<file path="config.mk">
export PLATFORM = sky130hd
export DESIGN_NAME = bfs_breaker_failure_stage
export DESIGN_NICKNAME = d
export VERILOG_FILES = /design/src/shared/bfs_pkg.sv /design/src/logic/bfs_breaker_failure_stage.sv /design/src/logic/bfs_fault_log.sv
export VERILOG_INCLUDE_DIRS = /design/src /design/src/shared
export SDC_FILE = /design/constraint.sdc
export NUM_CORES = 2
export LEC_CHECK = 0
export ABC_CLOCK_PERIOD_IN_PS = 99600
export BUFFER_PORTS_ARGS = -buffer_cell sky130_fd_sc_hd__buf_2
export CAP_MARGIN = 15
export CORE_AREA = 5 5 371 300
export CTS_CLUSTER_DIAMETER = 80
export DETAILED_ROUTE_END_ITERATION = 8
export DIE_AREA = 0 0 376 305
export PLACE_DENSITY = 0.79
export SLEW_MARGIN = 30
export SYNTH_ARGS = -nofsm -noshare
export SYNTH_HDL_FRONTEND = slang
export SYNTH_SLANG_ARGS = --single-unit
</file>
<file path="constraint.sdc">
create_clock -name core_clk -period 99.6 [get_ports core_clk]
set_input_delay 19.92 -clock core_clk [delete_from_list [all_inputs] [get_ports core_clk]]
set_output_delay 19.92 -clock core_clk [all_outputs]
set_load 0.01 [all_outputs]
</file>
<file path="src/shared/bfs_cfg.svh">
`ifndef BFS_CFG_SVH
`define BFS_CFG_SVH
// time base for delays and the force timeout: 1 ms tick at 100 MHz
`define BFS_CLK_HZ        100000000
`define BFS_TICK_NS       1000000
`define BFS_TICK_CYCLES   (`BFS_TICK_NS / 10)
// force flag timeout, 5 minutes, in ms ticks
`define BFS_FORCE_MIN     5
`define BFS_FORCE_TICKS   (`BFS_FORCE_MIN * 60 * 1000)
// operate time reset value in ms ticks
`define BFS_OPT_RST       16'h00C8
`define BFS_SEL_RST       2'h0
`define BFS_LOG_DEPTH     8
`define BFS_PCT_FULL      8'h64
`endif

</file>
<file path="src/shared/bfs_pkg.sv">
package bfs_pkg;
   typedef enum logic [1:0] {
      BFS_IDLE    = 2'b00,
      BFS_TIMING  = 2'b01,
      BFS_BACKUP  = 2'b11,
      BFS_WAITREL = 2'b10
   } bfs_state_t;
   typedef enum logic [1:0] {
      BFS_ST_IDLE    = 2'h0,
      BFS_ST_BLOCKED = 2'h1,
      BFS_ST_START   = 2'h2,
      BFS_ST_TRIP    = 2'h3
   } bfs_status_t;
endpackage

</file>
<file path="src/logic/bfs_breaker_failure_stage.sv">
`include "bfs_cfg.svh"
module bfs_breaker_failure_stage #(
   parameter int NOUT        = 4,
   parameter int SW          = 2,
   parameter int TICK_CYC    = `BFS_TICK_CYCLES,
   parameter int FORCE_TICKS = `BFS_FORCE_TICKS
) (
   // clock and reset
   input  wire logic                 core_clk,
   input  wire logic                 sys_rst,
   // trip output control signals from the output matrix
   input  wire logic [NOUT-1:0]      trip_ctrl,
   input  wire logic                 stage_block,
   // settings
   input  wire logic                 auth_ok,
   input  wire logic                 set_wr,
   input  wire logic [SW-1:0]        set_sel,
   input  wire logic [15:0]          set_opt_ms,
   input  wire logic                 force_set,
   input  wire logic                 force_clr,
   input  wire logic                 force_start,
   input  wire logic                 force_trip,
   input  wire logic                 start_cnt_clr,
   input  wire logic                 trip_cnt_clr,
   // time stamp source
   input  wire logic [15:0]          now_date,
   input  wire logic [26:0]          now_msec,
   input  wire logic [2:0]           log_idx,
   // outputs
   output logic                      backup_trip,
   output bfs_pkg::bfs_status_t      stage_status,
   output logic [SW-1:0]             sup_sel,
   output logic                      force_on,
   output logic [15:0]               start_event_count,
   output logic [15:0]               trip_event_count,
   output logic [15:0]               log_date,
   output logic [26:0]               log_msec,
   output logic [7:0]                elapsed_delay_percent
);
   import bfs_pkg::*;
   localparam int TW = $clog2(TICK_CYC + 1);
   localparam int FW = $clog2(FORCE_TICKS + 1);

   bfs_state_t  st_q, st_d;
   logic [SW-1:0] sel_q;
   logic [15:0] opt_q, ms_q;
   logic [TW-1:0] pre_q;
   logic [FW-1:0] fto_q;
   logic        force_q, fs_q, ft_q, prim_q;
   logic [15:0] sc_q, tc_q;
   logic        log_wr_q;
   logic [7:0]  log_pct_q;

   // any function routed to the one output arm selected by sel_q
   wire prim     = trip_ctrl[sel_q];
   wire tick     = (pre_q == TW'(TICK_CYC - 1));
   wire expired  = (ms_q >= opt_q) && tick;
   wire start_ev = (st_q == BFS_IDLE) && prim && !stage_block;
   wire trip_ev  = (st_q == BFS_TIMING) && prim && expired;
   wire early_ev = (st_q == BFS_TIMING) && !prim;
   wire [31:0] pct_w = (opt_q == 16'h0000) ? 32'h00000064 :
                       ({16'h0000, ms_q} * 32'h00000064) / {16'h0000, opt_q};
   wire [7:0]  pct_sat = (pct_w > 32'h00000063) ? 8'h63 : pct_w[7:0];

   always_comb begin
      st_d = st_q;
      case (st_q)
         BFS_IDLE:    if (start_ev) st_d = BFS_TIMING;
         BFS_TIMING:  if (early_ev) st_d = BFS_IDLE;
                      else if (trip_ev) st_d = BFS_BACKUP;
         BFS_BACKUP:  if (!prim) st_d = BFS_WAITREL;
         BFS_WAITREL: st_d = BFS_IDLE;
         default:     st_d = BFS_IDLE;
      endcase
   end

   always_ff @(posedge core_clk) begin
      if (sys_rst) begin
         st_q <= BFS_IDLE;
      end else begin
         st_q <= st_d;
      end
   end

   always_ff @(posedge core_clk) begin
      if (sys_rst || st_q != BFS_TIMING) begin
         pre_q <= '0;
         ms_q  <= 16'h0000;
      end else begin
         pre_q <= tick ? '0 : pre_q + TW'(1);
         if (tick && ms_q != 16'hFFFF) ms_q <= ms_q + 16'h0001;
      end
   end

   always_ff @(posedge core_clk) begin
      if (sys_rst) begin
         sel_q <= SW'(`BFS_SEL_RST);
         opt_q <= `BFS_OPT_RST;
      end else if (set_wr && auth_ok) begin
         sel_q <= set_sel;
         opt_q <= set_opt_ms;
      end
   end

   // free running ms tick, so the force timeout runs whether or not a fault is timed
   logic [TW-1:0] fpre_q;
   wire tick_free = (fpre_q == TW'(TICK_CYC - 1));
   always_ff @(posedge core_clk) begin
      if (sys_rst || tick_free) fpre_q <= '0;
      else fpre_q <= fpre_q + TW'(1);
   end

   always_ff @(posedge core_clk) begin
      if (sys_rst) begin
         force_q <= 1'b0;
         fto_q   <= '0;
      end else if (force_set && auth_ok) begin
         force_q <= 1'b1;
         fto_q   <= '0;
      end else if (force_clr || (force_q && fto_q == FW'(FORCE_TICKS))) begin
         force_q <= 1'b0;
         fto_q   <= '0;
      end else if (force_q && tick_free) begin
         fto_q   <= fto_q + FW'(1);
      end
   end

   always_ff @(posedge core_clk) begin
      if (sys_rst || !force_q) begin
         fs_q <= 1'b0;
         ft_q <= 1'b0;
      end else begin
         fs_q <= force_start;
         ft_q <= force_trip;
      end
   end

   always_ff @(posedge core_clk) begin
      if (sys_rst) begin
         sc_q <= 16'h0000;
         tc_q <= 16'h0000;
      end else begin
         if (start_ev) sc_q <= sc_q + 16'h0001;
         else if (start_cnt_clr) sc_q <= 16'h0000;
         if (trip_ev) tc_q <= tc_q + 16'h0001;
         else if (trip_cnt_clr) tc_q <= 16'h0000;
      end
   end

   // record on trip or early release
   always_ff @(posedge core_clk) begin
      if (sys_rst) begin
         log_wr_q  <= 1'b0;
         log_pct_q <= 8'h00;
      end else begin
         log_wr_q  <= trip_ev || early_ev;
         log_pct_q <= trip_ev ? `BFS_PCT_FULL : pct_sat;
      end
   end

   bfs_fault_log #(.DEPTH(`BFS_LOG_DEPTH), .IW(3)) u_log (
      .core_clk (core_clk),
      .sys_rst  (sys_rst),
      .wr_en    (log_wr_q),
      .wr_date  (now_date),
      .wr_msec  (now_msec),
      .wr_pct   (log_pct_q),
      .rd_idx   (log_idx),
      .rd_date  (log_date),
      .rd_msec  (log_msec),
      .rd_pct   (elapsed_delay_percent)
   );

   always_ff @(posedge core_clk) begin
      if (sys_rst) begin
         backup_trip       <= 1'b0;
         stage_status      <= BFS_ST_IDLE;
         sup_sel           <= SW'(`BFS_SEL_RST);
         force_on          <= 1'b0;
         start_event_count <= 16'h0000;
         trip_event_count  <= 16'h0000;
      end else begin
         backup_trip <= (st_d == BFS_BACKUP) || ft_q;
         if (stage_block) stage_status <= BFS_ST_BLOCKED;
         else if (st_d == BFS_BACKUP || ft_q) stage_status <= BFS_ST_TRIP;
         else if (st_d == BFS_TIMING || fs_q) stage_status <= BFS_ST_START;
         else stage_status <= BFS_ST_IDLE;
         sup_sel           <= sel_q;
         force_on          <= force_q;
         start_event_count <= sc_q;
         trip_event_count  <= tc_q;
      end
   end

   a_backup_hold: assert property (@(posedge core_clk) disable iff (sys_rst)
      st_q == BFS_BACKUP && prim |-> ##1 backup_trip)
      else $error("backup dropped while primary active");
   a_early_nobk: assert property (@(posedge core_clk) disable iff (sys_rst)
      early_ev |-> ##1 (st_q == BFS_IDLE) ##1 !backup_trip || $past(ft_q))
      else $error("backup after early release");
   // raw cycles spent timing, kept apart from the ms timer it checks
   logic [47:0] run_q;
   always_ff @(posedge core_clk) begin
      if (sys_rst || st_q != BFS_TIMING) run_q <= 48'h000000000000;
      else run_q <= run_q + 48'h000000000001;
   end
   a_trip_backup: assert property (@(posedge core_clk) disable iff (sys_rst)
      trip_ev |-> ##1 backup_trip) else $error("backup not raised");
   a_no_early: assert property (@(posedge core_clk) disable iff (sys_rst)
      trip_ev |-> run_q >= 48'(opt_q) * 48'(TICK_CYC))
      else $error("trip before operate time");
   a_force_to: assert property (@(posedge core_clk) disable iff (sys_rst)
      force_q && fto_q == FW'(FORCE_TICKS) && !(force_set && auth_ok)
      |-> ##1 !force_q) else $error("force not cleared");
   a_force_gate: assert property (@(posedge core_clk) disable iff (sys_rst)
      !force_q |-> ##1 !fs_q && !ft_q) else $error("forced without flag");
   a_start_cnt: assert property (@(posedge core_clk) disable iff (sys_rst)
      start_ev |-> ##1 sc_q == $past(sc_q) + 16'h0001) else $error("start count");
   a_set_lock: assert property (@(posedge core_clk) disable iff (sys_rst)
      !auth_ok |-> ##1 $stable(sel_q) && $stable(opt_q)) else $error("setting changed");
   a_log_full: assert property (@(posedge core_clk) disable iff (sys_rst)
      trip_ev |-> ##1 log_wr_q && log_pct_q == 8'h64) else $error("log percent");
endmodule

</file>
<file path="src/logic/bfs_fault_log.sv">
`include "bfs_cfg.svh"
module bfs_fault_log #(
   parameter int DEPTH = `BFS_LOG_DEPTH,
   parameter int IW    = 3
) (
   // clock and reset
   input  wire logic          core_clk,
   input  wire logic          sys_rst,
   // new record
   input  wire logic          wr_en,
   input  wire logic [15:0]   wr_date,
   input  wire logic [26:0]   wr_msec,
   input  wire logic [7:0]    wr_pct,
   // read side, index 0 is the latest
   input  wire logic [IW-1:0] rd_idx,
   output logic      [15:0]   rd_date,
   output logic      [26:0]   rd_msec,
   output logic      [7:0]    rd_pct
);
   logic [15:0]   date_q [DEPTH];
   logic [26:0]   msec_q [DEPTH];
   logic [7:0]    pct_q  [DEPTH];
   logic [IW-1:0] head_q;
   wire  [IW-1:0] rd_slot = head_q - rd_idx - IW'(1);
   always_ff @(posedge core_clk) begin
      if (sys_rst) begin
         head_q <= '0;
      end else if (wr_en) begin
         head_q <= head_q + IW'(1);
      end
   end
   for (genvar g = 0; g < DEPTH; g++) begin : g_slot
      always_ff @(posedge core_clk) begin
         if (sys_rst) begin
            date_q[g] <= 16'h0000;
            msec_q[g] <= 27'h0000000;
            pct_q[g]  <= 8'h00;
         end else if (wr_en && head_q == IW'(g)) begin
            date_q[g] <= wr_date;
            msec_q[g] <= wr_msec;
            pct_q[g]  <= wr_pct;
         end
      end
   end
   always_ff @(posedge core_clk) begin
      rd_date <= date_q[rd_slot];
      rd_msec <= msec_q[rd_slot];
      rd_pct  <= pct_q[rd_slot];
   end
endmodule

</file>
==> metrics.md <==
| Metric | Value |
|---|---|
| Status | `complete, no violations` |
| Hold path cells | `2` |
| H-tree depth | `3` |
| Slew Limit Headroom | `27.2%` |
| Clk_skew | `53.1 ps` |
| Layout cells sized above 1 | `17.7%` |
| WP data required | `100120 ps` |
| Syn. warnings | `0` |
| Most Frequent Cell on Critical Path | `a21o_1` |
| Vias post-DR | `60000` |
| Reg-to-Reg Start | `ms_q[2]` |
| Min-delay src | `opt_q[5]` |
| Synth Instances | `7241` |
| Initial antenna violation count | `11` |
| Reg2Reg Setup Slack | `4940 ps` |
| First-pass GRT wire length | `315 mm` |
| Number of port buffers | `167` |
| Least-Margin Pin Slew | `1090 ps` |
| Worst-path maximum fanout | `31` |
| Hold crit path type | `reg2reg` |
| Post-route cell area | `0.0702 mm2` |
| Vias in the first global route | `55700` |
| DRC | `0` |
| CTS clk-pin slew, worst paths | `60 ps` |
| Io pins | `168` |
| Post-Place Cell Area | `0.0661 mm2` |
| Die X | `approximately 380 um` |
| Max_cap viols | `0` |
| Sink Count | `633` |
| Pin count of the biggest net entering global routing | `127` |
| Gpl congestion | `1.06` |
| Crit path DAT | `between 90000 and 100000 ps` |
| Setup ws final | `4940 ps` |
| Die area | `0.115 mm2` |
| Clk Latency, worst-skew pair | `670 ps` |
| Final period util | `95.0%` |
| Final antenna-violating net count | `0` |
| P&R area growth vs syn | `11.8%` |
| Starting density of the core | `58.4%` |
| Synth area leaders | `edfxtp_1 (20%), ha_1 (9.5%), dfxtp_1 (7.2%), a21oi_1 (4.5%), xnor2_1 (4.2%)` |
| Post-synthesis async set-or-reset flop share | `0%` |
| # setup viols final | `0` |
| # rows | `108` |
| Worst slack, placed | `-2980 ps` |
| Synth unique cells | `168` |
| Clock Path Buffers | `3` |
| Nets | `8141` |
| DR iter-0 viols | `7176` |
| Final hold vios | `0` |
| Worst reg2reg endpoint | `log_pct_q[0]` |
| Root Driver | `clkbuf_16` |
| Yosys top cell area share | `19.5%` |
| Sequential element share of the synthesized area | `about a quarter` |
| Number of CTS-inserted buffers | `68` |
| Syn Area/Cell | `8.67 um2` |
| Max-slew violations | `0` |
| Crit. Startpoint | `ms_q[2]` |
| Maximum achievable frequency | `between 0.01 and 0.015 GHz` |
| Routed wire per std cell | `between 20 and 25 um` |
| Synth Flop Type | `edfxtp_1` |
| WL final | `206 mm` |
| Core area | `0.107 mm2` |
| CP max-delay cell | `or4_4` |
| Endpoint, Worst Hold | `opt_q[5]` |
| Startpoint types | `flop` |
| Seq cells post-synth | `633` |
| Floorplan die height | `305 um` |
| CP endpoint kind | `flop` |
| CTS tree | `built` |
| Worst path max stage delay | `610 ps` |
| Hpwl dp | `between 100 and 150 mm` |
| GRT Total Usage | `33.9%` |
| WS Path Type | `reg2reg` |
| Post-synth EDFFs | `408` |
| DRT Pass-1 Iters | `6` |
| Total grt overflow | `0` |
| Synth Net Count | `about 7800` |
| Leading area contributor after synthesis | `edfxtp_1` |
| Mapped cell area | `0.0627 mm2` |
| Fin crit period | `94660 ps` |
| Vias per std cell | `6.61` |
| Worst Reg2Reg Path Length in Cells | `530` |
[per-stage QoR]
| stage | cells | hold slack (ps) | util, % | setup TNS, ps |
|---|---|---|---|---|
| after floorplan | 7241 | 436 | - | 0 |
| after global placement | 8806 | 444 | 61.5 | 0 |
| after detailed placement | 8806 | 451 | 61.5 | -3860 |
| after CTS | 8948 | 460 | 63.8 | 0 |
| after global routing | 9064 | 502 | 65.3 | -743 |
| final | 9066 | 458 | 65.3 | 0 |
[synth_stat cells, drive strengths merged, types with 155 or more instances]
cell type	n
clkbuf	167
o21ai	403
xnor2	308
inv	217
xor2	204
edfxtp	408
dfxtp	225
nor2	677
and2	357
mux2	174
a21oi	568
nand3	155
a21o	232
nor3	170
nand2	507
ha	475
and3	242
[cells in the final DEF (no fill, tap or decap), drive strengths merged, types with 242 or more instances in the layout]
cell type | synthesis | routed
a21oi | 568 | 568
and2 | 357 | 357
and3 | 242 | 242
buf | 103 | 531
edfxtp | 408 | 408
ha | 475 | 475
nand2 | 507 | 507
nor2 | 677 | 677
o21ai | 403 | 403
xnor2 | 308 | 308
[routing by layer]
layer	track usage, %	wire length, um
met5	0	27
met4	10.7	6780
met3	6.99	22100
met2	50.8	88600
met1	49.2	88700
[registers in the layout (all words and copies together), names as in the netlist, 17 cells and up]
signal         flops
u_log.msec_q     216
u_log.date_q     128
u_log.pct_q       64
u_log.rd_msec     27
fto_q             19
fpre_q            17
pre_q             17
[how the worst max path moves through the flow]
stage	slack, ps	to
floorplan	2	log_pct_q[0]
global placement	740	log_pct_q[0]
detailed placement	-2980	log_pct_q[0]
CTS	110	log_pct_q[0]
global route	-740	log_pct_q[0]
finish	4940	log_pct_q[0]
[timing repair]
item	in CTS	in global routing
buffers inserted	14	109
hold buffers	0	0
endpoints found under the setup margin	2	6
cloned	3	1
pin swaps	13	74
hold endpoints to repair	0	0
resized for setup	27	223
[layout make-up]
class | instances | area, um2
flip-flops and latches | 633 | 16800
clock buffers | 97 | 1920
repair buffers | 531 | 3660
well taps | 1430 | 1790
diodes | 7 | 17.5
fillers | 8779 | 37300
clock inverters | 28 | 322
inverters | 219 | 825
multi-input cells | 6121 | 44900
[worst max-delay path: cells and delay by family, from the launching register on]
| kind | cells | cell delay, ps |
|---|---|---|
| AO/OA/AOI/OAI | 274 | 46680 |
| AND/OR/NAND/NOR | 174 | 27990 |
| adder cells (fa/ha/maj) | 34 | 10340 |
| buffers and inverters | 32 | 4460 |
| multiplexers | 10 | 3370 |
| XOR/XNOR | 6 | 1060 |
| flip-flops | 1 | 370 |
[cell families (layout without fill, tap and decap cells)]
| logic type | Yosys count | after routing | synth area share, % |
|---|---|---|---|
| compound gates | 1909 | 1910 | 20.4 |
| flops | 633 | 633 | 26.7 |
| other cells | 1 | 8 | 0.00598 |
| xor+xnor | 512 | 512 | 7.27 |
| fa+ha+maj | 491 | 491 | 9.94 |
| buf+inv | 491 | 875 | 3.50 |
| simple gates | 2880 | 2883 | 24.5 |
| mux | 324 | 324 | 7.60 |
Power is not shown: default switching activity piles up to over one toggle a cycle in this logic, so the estimate is an artifact.
